## src/over_range_pkg.sv

```systemverilog
// constants for the over-range detector: register map, field layout, reset values
// assumes a 32-bit apb master and 12-bit offset-binary raw samples
package over_range_pkg;
	// ==========================================================
	// sample widths
	localparam int SAMPLE_W = 12;
	localparam int MAG_W = 11;
	localparam int CMP_W = 8;
	localparam int IQ_W = 15;
	localparam int EXP_W = 3;
	localparam int COUNT_W = 8;
	localparam logic [SAMPLE_W-1:0] CODE_MIN = 12'h000;
	localparam logic [SAMPLE_W-1:0] CODE_MAX = 12'hfff;
	localparam logic [SAMPLE_W-1:0] CODE_MID = 12'h800;
	localparam logic [MAG_W-1:0] MAG_SAT = 11'h7ff;

	// ==========================================================
	// register byte offsets
	localparam logic [7:0] THRESH_OFFSET = 8'h00;
	localparam logic [7:0] PERIOD_OFFSET = 8'h04;
	localparam logic [7:0] FLAGS_OFFSET = 8'h08;
	localparam logic [7:0] IRQ_STATUS_OFFSET = 8'h0c;
	localparam logic [7:0] IRQ_MASK_OFFSET = 8'h10;

	// ==========================================================
	// field positions
	localparam int HIGH_THR_LSB = 0;
	localparam int LOW_THR_LSB = 8;
	localparam int PERIOD_EXP_LSB = 0;
	localparam int HIGH_BIT = 0;
	localparam int LOW_BIT = 1;
	localparam int EVENT_W = 2;

	// ==========================================================
	// reset values
	localparam logic [CMP_W-1:0] HIGH_THR_RESET = 8'hff;
	localparam logic [CMP_W-1:0] LOW_THR_RESET = 8'h40;
	localparam logic [EXP_W-1:0] PERIOD_EXP_RESET = 3'h0;
	localparam logic [EVENT_W-1:0] IRQ_MASK_RESET = 2'h0;
endpackage : over_range_pkg

```

## src/over_range_detector.sv

```systemverilog
// over-range detector: magnitude of every raw sample, two threshold flags per period,
// flags packed into the lsb of the outgoing in-phase and quadrature words
// assumes raw samples and i/q words arrive synchronous to ref_clk with valid strobes
// Summary of operation
// RULE1: every raw 12-bit sample is checked before any decimation or mixing.
// RULE2: upper 8 magnitude bits compared against separate high and low thresholds.
// RULE3: offset binary to two's complement, 11-bit absolute value, -2048 saturates to 2047.
// RULE4: flag is 1 if any magnitude in the period reaches its threshold.
// RULE5: high flag rides with in-phase words, low flag with quadrature words.
// RULE6: period is 2 to the programmed exponent samples, 1 to 128.
// RULE7: code 2048 is zero input and yields magnitude zero.
// RULE8: flag sits in the word lsb, upper 15 bits hold the sample.
// RULE9: accumulators restart each period; outputs show the last completed period.
//
// Decided for this implementation: the APB register port and the register offsets.
`timescale 1ns/1ps
`default_nettype none

module over_range_detector
	import over_range_pkg::*;
(
	// clock and reset
	input wire logic ref_clk,
	input wire logic rst,
	// apb slave
	input wire logic psel,
	input wire logic penable,
	input wire logic pwrite,
	input wire logic [7:0] paddr,
	input wire logic [31:0] pwdata,
	output logic [31:0] prdata,
	output logic pready,
	output logic pslverr,
	// raw converter samples
	input wire logic [SAMPLE_W-1:0] rawSample,
	input wire logic sampleValid,
	// complex stream in
	input wire logic [IQ_W-1:0] iSample,
	input wire logic [IQ_W-1:0] qSample,
	input wire logic iqValid,
	// complex stream out
	output logic [IQ_W:0] iWord,
	output logic [IQ_W:0] qWord,
	output logic iqOutValid,
	// interrupt
	output logic irq
);

	// ==========================================================
	// registers
	logic [CMP_W-1:0] highRangeThreshold;
	logic [CMP_W-1:0] lowRangeThreshold;
	logic [EXP_W-1:0] rangePeriodExponent;
	logic [EVENT_W-1:0] irqStatus;
	logic [EVENT_W-1:0] irqMask;
	logic [31:0] readData;

	// ==========================================================
	// monitor state
	logic [COUNT_W-1:0] sampleCount;
	logic accHigh;
	logic accLow;
	logic highRangeFlag;
	logic lowRangeFlag;

	// ==========================================================
	// apb decode
	wire logic setupPhase = psel && !penable;
	wire logic writeStrobe = psel && penable && pwrite;
	wire logic hitThresh = (paddr == THRESH_OFFSET);
	wire logic hitPeriod = (paddr == PERIOD_OFFSET);
	wire logic hitFlags = (paddr == FLAGS_OFFSET);
	wire logic hitStatus = (paddr == IRQ_STATUS_OFFSET);
	wire logic hitMask = (paddr == IRQ_MASK_OFFSET);
	wire logic hitAny = hitThresh || hitPeriod || hitFlags || hitStatus || hitMask;
	wire logic [EVENT_W-1:0] clearBits = (writeStrobe && hitStatus) ? pwdata[EVENT_W-1:0] : '0;

	logic [31:0] next_readData;

	always_comb begin
		next_readData = 32'h0000_0000;
		if (hitThresh) begin
			next_readData[HIGH_THR_LSB +: CMP_W] = highRangeThreshold;
			next_readData[LOW_THR_LSB +: CMP_W] = lowRangeThreshold;
		end else if (hitPeriod) begin
			next_readData[PERIOD_EXP_LSB +: EXP_W] = rangePeriodExponent;
		end else if (hitFlags) begin
			next_readData[HIGH_BIT] = highRangeFlag;
			next_readData[LOW_BIT] = lowRangeFlag;
		end else if (hitStatus) begin
			next_readData[EVENT_W-1:0] = irqStatus;
		end else if (hitMask) begin
			next_readData[EVENT_W-1:0] = irqMask;
		end
	end

	assign pready = 1'b1;
	assign pslverr = psel && penable && !hitAny;
	assign prdata = readData;

	// read data captured in the setup cycle, held through the access cycle
	always_ff @(posedge ref_clk or posedge rst) begin
		if (rst) begin
			readData <= 32'h0000_0000;
		end else if (setupPhase) begin
			readData <= next_readData;
		end
	end

	always_ff @(posedge ref_clk or posedge rst) begin
		if (rst) begin
			highRangeThreshold <= HIGH_THR_RESET;
			lowRangeThreshold <= LOW_THR_RESET;
			rangePeriodExponent <= PERIOD_EXP_RESET;
			irqMask <= IRQ_MASK_RESET;
		end else if (writeStrobe) begin
			if (hitThresh) begin
				highRangeThreshold <= pwdata[HIGH_THR_LSB +: CMP_W];
				lowRangeThreshold <= pwdata[LOW_THR_LSB +: CMP_W];
			end else if (hitPeriod) begin
				rangePeriodExponent <= pwdata[PERIOD_EXP_LSB +: EXP_W];
			end else if (hitMask) begin
				irqMask <= pwdata[EVENT_W-1:0];
			end
		end
	end

	// ==========================================================
	// magnitude
	wire logic [SAMPLE_W-1:0] signedSample = {~rawSample[SAMPLE_W-1], rawSample[SAMPLE_W-2:0]};
	wire logic isNegative = signedSample[SAMPLE_W-1];
	wire logic isMostNegative = (rawSample == CODE_MIN);
	wire logic [SAMPLE_W-1:0] negated = SAMPLE_W'(~signedSample + 12'h001);
	wire logic [MAG_W-1:0] sampleMag = isMostNegative ? MAG_SAT : // RULE3
		(isNegative ? negated[MAG_W-1:0] : signedSample[MAG_W-1:0]); // RULE3 RULE7
	wire logic [CMP_W-1:0] magTop = sampleMag[MAG_W-1 -: CMP_W]; // RULE2
	wire logic hitHigh = sampleValid && (magTop >= highRangeThreshold); // RULE1 RULE2 RULE4
	wire logic hitLow = sampleValid && (magTop >= lowRangeThreshold); // RULE1 RULE2 RULE4

	// ==========================================================
	// monitoring period
	wire logic [COUNT_W:0] periodLen = (COUNT_W+1)'(9'h001 << rangePeriodExponent); // RULE6
	wire logic [COUNT_W-1:0] periodMax = COUNT_W'(periodLen - 9'h001);
	// >= keeps the count bounded when the exponent is lowered mid-period
	wire logic periodEnd = sampleValid && (sampleCount >= periodMax); // RULE6

	always_ff @(posedge ref_clk or posedge rst) begin
		if (rst) begin
			sampleCount <= '0;
		end else if (periodEnd) begin
			sampleCount <= '0;
		end else if (sampleValid) begin
			sampleCount <= COUNT_W'(sampleCount + 8'h01);
		end
	end

	// ==========================================================
	// accumulators and flags
	always_ff @(posedge ref_clk or posedge rst) begin
		if (rst) begin
			accHigh <= 1'b0;
			accLow <= 1'b0;
			highRangeFlag <= 1'b0;
			lowRangeFlag <= 1'b0;
		end else if (periodEnd) begin
			highRangeFlag <= accHigh || hitHigh; // RULE4 RULE9
			lowRangeFlag <= accLow || hitLow; // RULE4 RULE9
			accHigh <= 1'b0; // RULE9
			accLow <= 1'b0; // RULE9
		end else begin
			accHigh <= accHigh || hitHigh; // RULE4
			accLow <= accLow || hitLow; // RULE4
		end
	end

	// ==========================================================
	// interrupts: a new set wins over a clear in the same cycle
	wire logic [EVENT_W-1:0] newEvents = periodEnd ?
		{accLow || hitLow, accHigh || hitHigh} : '0;

	always_ff @(posedge ref_clk or posedge rst) begin
		if (rst) begin
			irqStatus <= '0;
		end else begin
			irqStatus <= (irqStatus & ~clearBits) | newEvents;
		end
	end

	assign irq = |(irqStatus & irqMask);

	// ==========================================================
	// output stream
	always_ff @(posedge ref_clk or posedge rst) begin
		if (rst) begin
			iWord <= '0;
			qWord <= '0;
			iqOutValid <= 1'b0;
		end else begin
			iqOutValid <= iqValid;
			if (iqValid) begin
				iWord <= {iSample, highRangeFlag}; // RULE5 RULE8
				qWord <= {qSample, lowRangeFlag}; // RULE5 RULE8
			end
		end
	end

	// high while the running period has seen no exponent write, so its length is exact
	logic steadyExp;

	always_ff @(posedge ref_clk or posedge rst) begin
		if (rst) begin
			steadyExp <= 1'b1;
		end else if (writeStrobe && hitPeriod) begin
			steadyExp <= 1'b0;
		end else if (periodEnd) begin
			steadyExp <= 1'b1;
		end
	end
endmodule : over_range_detector

`default_nettype wire

```

## config.mk

```make
export PLATFORM = sky130hd
export DESIGN_NAME = over_range_detector
export DESIGN_NICKNAME = d
export VERILOG_FILES = /design/src/over_range_pkg.sv /design/src/over_range_detector.sv
export SDC_FILE = /design/constraint.sdc
export NUM_CORES = 1
export LEC_CHECK = 0
export CORE_MARGIN = 3
export CORE_UTILIZATION = 45
export CTS_BUF_LIST = sky130_fd_sc_hd__clkbuf_2 sky130_fd_sc_hd__clkbuf_4 sky130_fd_sc_hd__clkbuf_8
export CTS_CLUSTER_SIZE = 20
export DETAILED_ROUTE_END_ITERATION = 8
export DONT_BUFFER_PORTS = 1
export PLACE_DENSITY_LB_ADDON = 0.05
export REMOVE_ABC_BUFFERS = 1
export SETUP_SLACK_MARGIN = 0.1
export SLEW_MARGIN = 15
export SYNTH_ARGS = -nofsm -noshare
export SYNTH_HDL_FRONTEND = slang
export SYNTH_SLANG_ARGS = --single-unit
```

## constraint.sdc

```tcl
create_clock -name ref_clk -period 3.55 [get_ports ref_clk]
set_input_delay 0.355 -clock ref_clk [delete_from_list [all_inputs] [get_ports ref_clk]]
set_output_delay 0.355 -clock ref_clk [all_outputs]
set_load 0.005 [all_outputs]
```

==> results by group, run 1 <==
Floorplanning
  • Ports: between 150 and 200
  • Die W: approximately 100 um
  • CORE AREA: about 0.0093 mm2
  • Die ar.: approximately 0.011 mm2
  • Row cnt: 35
  • Starting Density: 46.8%
  • Die height: roughly 100 um

GRT
  • GRT Total Usage: between 15 and 20%
  • Largest net degree at the start of global routing: between 50 and 60
  • Initial antenna violation count: 0
  • Global route overflow: 0
  • First-pass GRT wire length: roughly 15000 um
  • Vias in the first global route: between 2000 and 3000

Synthesis
  • Ys Warns: 0
  • Post-synthesis sequential area ratio: about half
  • Xor/xnor share of the synthesized area: 1.60%
  • Synth Area in Compound Gates: about 11%
  • Largest family of logic cells by synthesized area: multiplexers
  • Mapped Cells: roughly 390
  • Register bit count reported by yosys: between 80 and 90
  • Synth top area cells: dfrtp_1 (43%), mux2_2 (13%), ha_1 (7.4%)
  • EDFF count, synth: 0
  • Mux share of post-synthesis cell area: between 10% and 20%
  • Ys flop type: dfrtp_1
  • Synth unique cells: 50
  • Top-area cell type share of the netlist area: approximately 43%
  • Adder-cell share of the synthesized area: approximately 7.4%
  • Commonest cells in the netlist: dfrtp_1 (75), mux2_2 (50), ha_1 (26)
  • Cell Area, Synth: roughly 0.0044 mm2
  • Yosys top cell by area: dfrtp_1
  • Most common cell in the netlist: dfrtp_1
  • Syn_area_per_cell: 11.3 um2
  • Share of flip-flops with an asynchronous set or reset: 100%
  • Post-synthesis simple-gate area fraction: under 10%

Layout
  • Fill count: just under 900
  • Nets@finish: 502
  • Layout cells sized above 1: 23.7%
  • N_diodes: 0
  • Area delta synth->final: 6.91%
  • Finished Layout Cells: between 500 and 600
  • Reg area: roughly 0.0021 mm2
  • Final Util: about half
  • Multi-input gate area: between 0.002 and 0.0025 mm2

Routing
  • Iter 0 DRT Violations: roughly 150
  • WL met3: 863 um
  • DRC viols: 0
  • Met1 wire length: 4110 um
  • Met2 wire length: roughly 3900 um
  • WL/cell: around 17 um
  • Top routing layer used: met4
  • Via count: 2818
  • Via-per-instance ratio: 5.41
  • Drt pass-1 iters: 5
  • Detail Route Antenna Nets: 0
  • WL final: about 9000 um

Timing
  • Period utilization: around nine tenths
  • Setup_tns: 0 ps
  • Clock Skews: 17.4 ps
  • Endpoints failing setup: 0
  • Fmax: 0.317 GHz
  • Fin worst setup slack: between 300 and 400 ps
  • Slew headroom: around 39%
  • Period minus WS final: around 3200 ps
  • Final Hold Vio Count: 0
  • Max-slew violations: 0
  • Worst slew pin tran: ~910 ps
  • Unrepaired setup endpoints after global routing: false

Pwr
  • Power per cell area: ~460 mW/mm2
  • Tot Pwr: roughly 0.0021 W
  • Max VDD drop: ~260 uV
  • LEAKAGE: 2.05 nW

CTS
  • Clk sinks: 84
  • CTS max path bufs: 2
  • Reg clk slew, reported paths: 100 ps
  • H-tree levels: 3
  • Skew-Pair Late Insertion Delay: about 360 ps
  • CTS tree: yes
  • TritonCTS Buffers: 9
  • Clk root buf: clkbuf_8

Critical path
  • Critical path, cell by cell: or4_1 -> or4_1 -> or3_4 -> and3_1 -> ha_1 -> nand2b_1 -> a211oi_1 -> o21bai_1 -> a2111oi_0 -> buf_4 -> a21oi_1
  • CP Launch Type: primary input
  • Worst Path Arrival: 3390 ps
  • Crit path top cell by count: or4_1
  • Slowest cell on the critical path: or4_1
  • CP max FO: 3
  • Kind of critical path: in2reg
  • Delay-heaviest family, CP: simple AND/OR/NAND/NOR gates
  • Max incr delay on CP: roughly 540 ps
  • CP Data Required Time: 3780 ps
  • Crit end category: flop
  • CP bufs+invs: 1

Placed design
  • Number of port buffers: 0
  • DP Wirelength: around 6500 um
  • Placed cells: 503
  • Routability cong.: between 0.8 and 0.9
  • Post-Place Setup Slack: between 20 and 25 ps

Hold path
  • HP Class: in2reg

Job
  • Max-Cap Viols: 0

Status
  • Status: finished clean
[registers in the layout, summed over array words and instances (netlist names), 2 cells and up]
name	cells
lowRangeThreshold	8
prdata	16
irqStatus	2
highRangeThreshold	8
irqMask	2
sampleCount	8
qWord	16
rangePeriodExponent	3
iWord	16
[path summary, 6_finish.rpt]
kind                       slack [ps]  cells past startpoint              to                   start
max reg2reg                       490                     12  sampleCount[0]  rangePeriodExponent[1]
max in group asynchronous        2040                      3        qWord[0]                     rst
min reg2reg                       510                      2       prdata[2]               prdata[2]
max                               400                     11    lowRangeFlag            rawSample[2]
min                                80                      1       prdata[2]                paddr[3]
min in group asynchronous         450                      2       iWord[15]                     rst
[where the power goes]
part	leakage, nW	total, W	internal [W]	switching, W
sequential	1.03	0.00113	0.00105	0.0000879
clock	0.101	0.000687	0.000279	0.000408
combinational	0.919	0.000317	0.000157	0.000160
total	2.05	0.00214	0.00148	0.000656
[what timing repair did]
action,CTS,global route
resized for setup,0,0
endpoints found under the hold margin,23,1
hold buffers,1,1
setup buffers,0,0
setup endpoints to repair,0,0
[layer usage]
layer | up-vias | GRT usage, %
met5 | - | 0
met4 | 0 | 5.13
met3 | 7 | 7.70
met2 | 116 | 24.4
met1 | 1352 | 22.5
li1 | 1343 | -
[cell type report]
cell class | instances | area share, %
Multi-Input combinational cell | 259 | 43.4
Clock buffer | 9 | 2.65
Sequential cell | 84 | 45.3
Tap cell | 129 | 3.46
Inverter | 23 | 1.88
Clock inverter | 7 | 1.58
Timing Repair Buffer | 10 | 1.72
[per-stage QoR]
| stage | hold slack, ps | cell area, um2 |
|---|---|---|
| 6_report | 83.0 | 4670 |
| 5_1_grt | 55.1 | 4670 |
| 4_1_cts | 2.45 | 4660 |
| 3_5_place_dp | 275 | 4450 |
| 3_3_place_gp | 272 | 4450 |
| 2_1_floorplan | 386 | 4230 |
[cell usage in the layout (no fill, tap or decap), types with 3 or more instances in the layout]
cell type  netlist  layout
a2111oi_0        3       3
a21boi_0         3       3
a21oi_1         17      17
a22o_1          14      14
buf_4           17       8
clkbuf_8         0       9
conb_1           2      18
dfrtp_1         75      75
dfstp_2          9       9
ha_1            26      26
inv_1           23      22
inv_6            0       3
mux2_2          50      50
mux2_4           3       3
mux2i_1          5       5
nand2_1         16      16
nand2b_1         6       6
nand3_1          9       9
nor2_1          15      15
nor3_1          10      10
o21ai_0         10      10
o22ai_1          3       3
o2bb2ai_1        4       4
or3_1            4       4
or4_1            3       3
xnor2_1          6       6
[cells by family (layout without fill, tap and decap cells)]
| logic type | Yosys count | in the layout |
|---|---|---|
| AO/OA/AOI/OAI | 70 | 70 |
| buffers and inverters | 58 | 49 |
| other | 2 | 18 |
| XOR/XNOR | 8 | 8 |
| AND/OR/NAND/NOR | 79 | 79 |
| multiplexers | 58 | 58 |
| adder cells (fa/ha/maj) | 26 | 26 |
| flip-flops | 84 | 84 |
Power figures use the tool's default switching activity.
==> run 2: changes to the inputs <==
- CORE_UTILIZATION: 45 -> 66
==> run 2 against run 1 <==
Compared with the run above:
- register-to-register slack worse by 130 ps
- global-route usage grew 6.7 points
- non-clock buffer count down 2
- setup slack got worse by 34 ps
- power shrank 2.5%
- first-iteration DRC count shrank 8.2%
- maximum frequency shrank 1.1%
- sequential power about the same
- design area shrank 2.0%
- clock skew fell by 11 ps
- largest power group unchanged
==> results by group, run 2 (synthesis results as in run 1) <==
Status
  • Status: finished clean

CTS
  • H-tree levels: 3 (unchanged)
  • CTS tree: yes
  • Skew-Pair Late Insertion Delay: 360 ps (about the same)
  • Clk sinks: 84 (unchanged)
  • TritonCTS Buffers: 9 (unchanged)
  • CTS max path bufs: 2 (unchanged)
  • Reg clk slew, reported paths: 90 ps (about the same)
  • Clk root buf: clkbuf_8

Critical path
  • Kind of critical path: reg2reg
  • Worst Path Arrival: 3460 ps (+70 ps)
  • Crit end category: flop
  • Crit path top cell by count: ha_1
  • Max incr delay on CP: 480 ps (-60 ps)
  • CP bufs+invs: 0 (-1)
  • Slowest cell on the critical path: dfrtp_1
  • CP Data Required Time: 3820 ps (+40 ps)
  • CP max FO: 8 (+5)
  • Critical path, cell by cell: or3_1 -> ha_1 -> xor2_1 -> nor2_1 -> a21oi_1 -> ha_1 -> and3_1 -> a221oi_1 -> o21ai_2 -> and2_1 -> nor4_1
  • Delay-heaviest family, CP: simple AND/OR/NAND/NOR gates
  • Worst reg-to-reg setup slack: 360 ps (-130 ps)
  • CP Launch Type: flop

Pwr
  • Part of the power in registers: 54.4% (+1.3 points)
  • Clk pwr share: 30.3% (-1.8 points)
  • LEAKAGE: 2.03 nW (-1.1%)
  • Power per cell area: 456 mW/mm2 (-0.51%)
  • Max VDD drop: 358 uV (+37%)
  • Combinational share of power: 15.3% (+0.5 points)
  • Switching pwr: 0.000617 W (-5.9%)
  • Net Sw Frac: 29.6% (-1.1 points)
  • Internal cell power: 0.00147 W (-1.0%)

GRT
  • First-pass GRT wire length: 13800 um (-6.9%)
  • Initial antenna violation count: 0 (unchanged)
  • Global route overflow: 0 (unchanged)
  • Largest net degree at the start of global routing: 64 (+10%)
  • Vias in the first global route: 2823 (-0.74%)
  • GRT Total Usage: 23.5% (+6.7 points)

Timing
  • Setup_tns: 0 ps (unchanged)
  • Period utilization: 89.8% (+0.96 points)
  • WHS: 75.6 ps (-7.42 ps)
  • Endpoints failing setup: 0 (unchanged)
  • Worst slew pin tran: 1030 ps (+120 ps)
  • Final Hold Vio Count: 0 (unchanged)
  • Max-slew violations: 0 (unchanged)
  • Period minus WS final: 3190 ps (+34.2 ps)
  • Clock Skews: 6.92 ps (-10.5 ps)
  • Fmax: 0.314 GHz (-1.1%)
  • Fin worst setup slack: 362 ps (-34.2 ps)
  • Unrepaired setup endpoints after global routing: false
  • Slew headroom: 31.4% (-8.0 points)

Hold path
  • HP Class: in2async

Floorplanning
  • Die height: 87.3 um (-16%)
  • Ports: 157 (unchanged)
  • Die W: 87.3 um (-16%)
  • Die ar.: 0.00763 mm2 (-30%)
  • Row cnt: 29 (-17%)
  • Starting Density: 68.4% (+22 points)
  • CORE AREA: 0.00639 mm2 (-32%)

Layout
  • Final Util: 71.6% (+22 points)
  • Commonest cells after routing, fill and taps aside: dfrtp_1 (75), mux2_2 (50), ha_1 (26)
  • Area delta synth->final: 4.76%
  • Commonest non-fill, non-tap cell in the layout: dfrtp_1
  • Layout cells sized above 1: 23.8% (+0.12 points)
  • N_diodes: 0 (unchanged)
  • Nets@finish: 500 (-0.40%)
  • Fin area: 0.00457 mm2 (-2.0%)

Placed design
  • Number of port buffers: 0 (unchanged)
  • Post-Place Setup Slack: -6.00 ps (-27.5 ps)
  • DP Wirelength: 6360 um (-1.7%)
  • Post-Place Cell Area: 0.00438 mm2 (-1.6%)
  • Routability cong.: 0.884 (+9.7%)

Routing
  • WL final: 8460 um (-5.6%)
  • Via-per-instance ratio: 6.13 (+13%)
  • WL/cell: 18.1 um (+5.4%)
  • Detail Route Antenna Nets: 0 (unchanged)
  • Via count: 2864 (+1.6%)
  • Drt pass-1 iters: 4 (-1)
  • Iter 0 DRT Violations: 134 (-8.2%)
  • DRC viols: 0 (unchanged)

Job
  • Max-Cap Viols: 0 (unchanged)
## run 2: final cells by class
| class | count | area [um2] |
|---|---|---|
| Multi-Input combinational cell | 259 | 2030 |
| Sequential cell | 84 | 2110 |
| Clock buffer | 9 | 124 |
| Inverter | 23 | 87.6 |
| Timing Repair Buffer | 8 | 62.6 |
| Fill cell | 462 | 1810 |
| Tap cell | 77 | 96.3 |
| Clock inverter | 7 | 58.8 |
## run 2: final timing paths
check,startpoint,endpoint,cells after the start
worst max-delay path,rangePeriodExponent[0],sampleCount[3],11
worst min-delay path,rst,prdata[5],1
worst max register to register,rangePeriodExponent[0],sampleCount[3],11
worst min register to register,prdata[2],prdata[2],2
max in group asynchronous,rst,highRangeThreshold[3],2
min in group ref_clk,sampleValid,sampleCount[1],1
## run 2: power groups by stage
stage | Clock [W] | Combinational (W) | Sequential, W
global route | 0.000697 | 0.000368 | 0.00115
global placement | 0 | 0.000301 | 0.00115
finish | 0.000631 | 0.000319 | 0.00113
CTS | 0.000646 | 0.000318 | 0.00114
detailed placement | 0 | 0.000318 | 0.00115
floorplan | 0 | 0.000243 | 0.00112
## run 2: through the flow
| stage | cells | total power (W) |
|---|---|---|
| after floorplan | 366 | 0.00137 |
| after global placement | 450 | 0.00145 |
| after detailed placement | 450 | 0.00147 |
| after CTS | 466 | 0.00210 |
| after global routing | 467 | 0.00221 |
| final | 467 | 0.00209 |
## run 2: timing repair
action,4_1_cts,5_1_grt
endpoints found under the setup margin,0,1
hold buffers,0,1
endpoints found under the hold margin,0,1
setup buffers,0,0
gates resized for setup,0,2
## run 2: metal layers
metal	vias to the layer above	routed length (um)	GRT usage, %
met5	-	0	0
met3	8	892	9.65
met2	138	3960	36.6
li1	1334	-	-
met4	0	76	6.97
met1	1384	3530	30.1
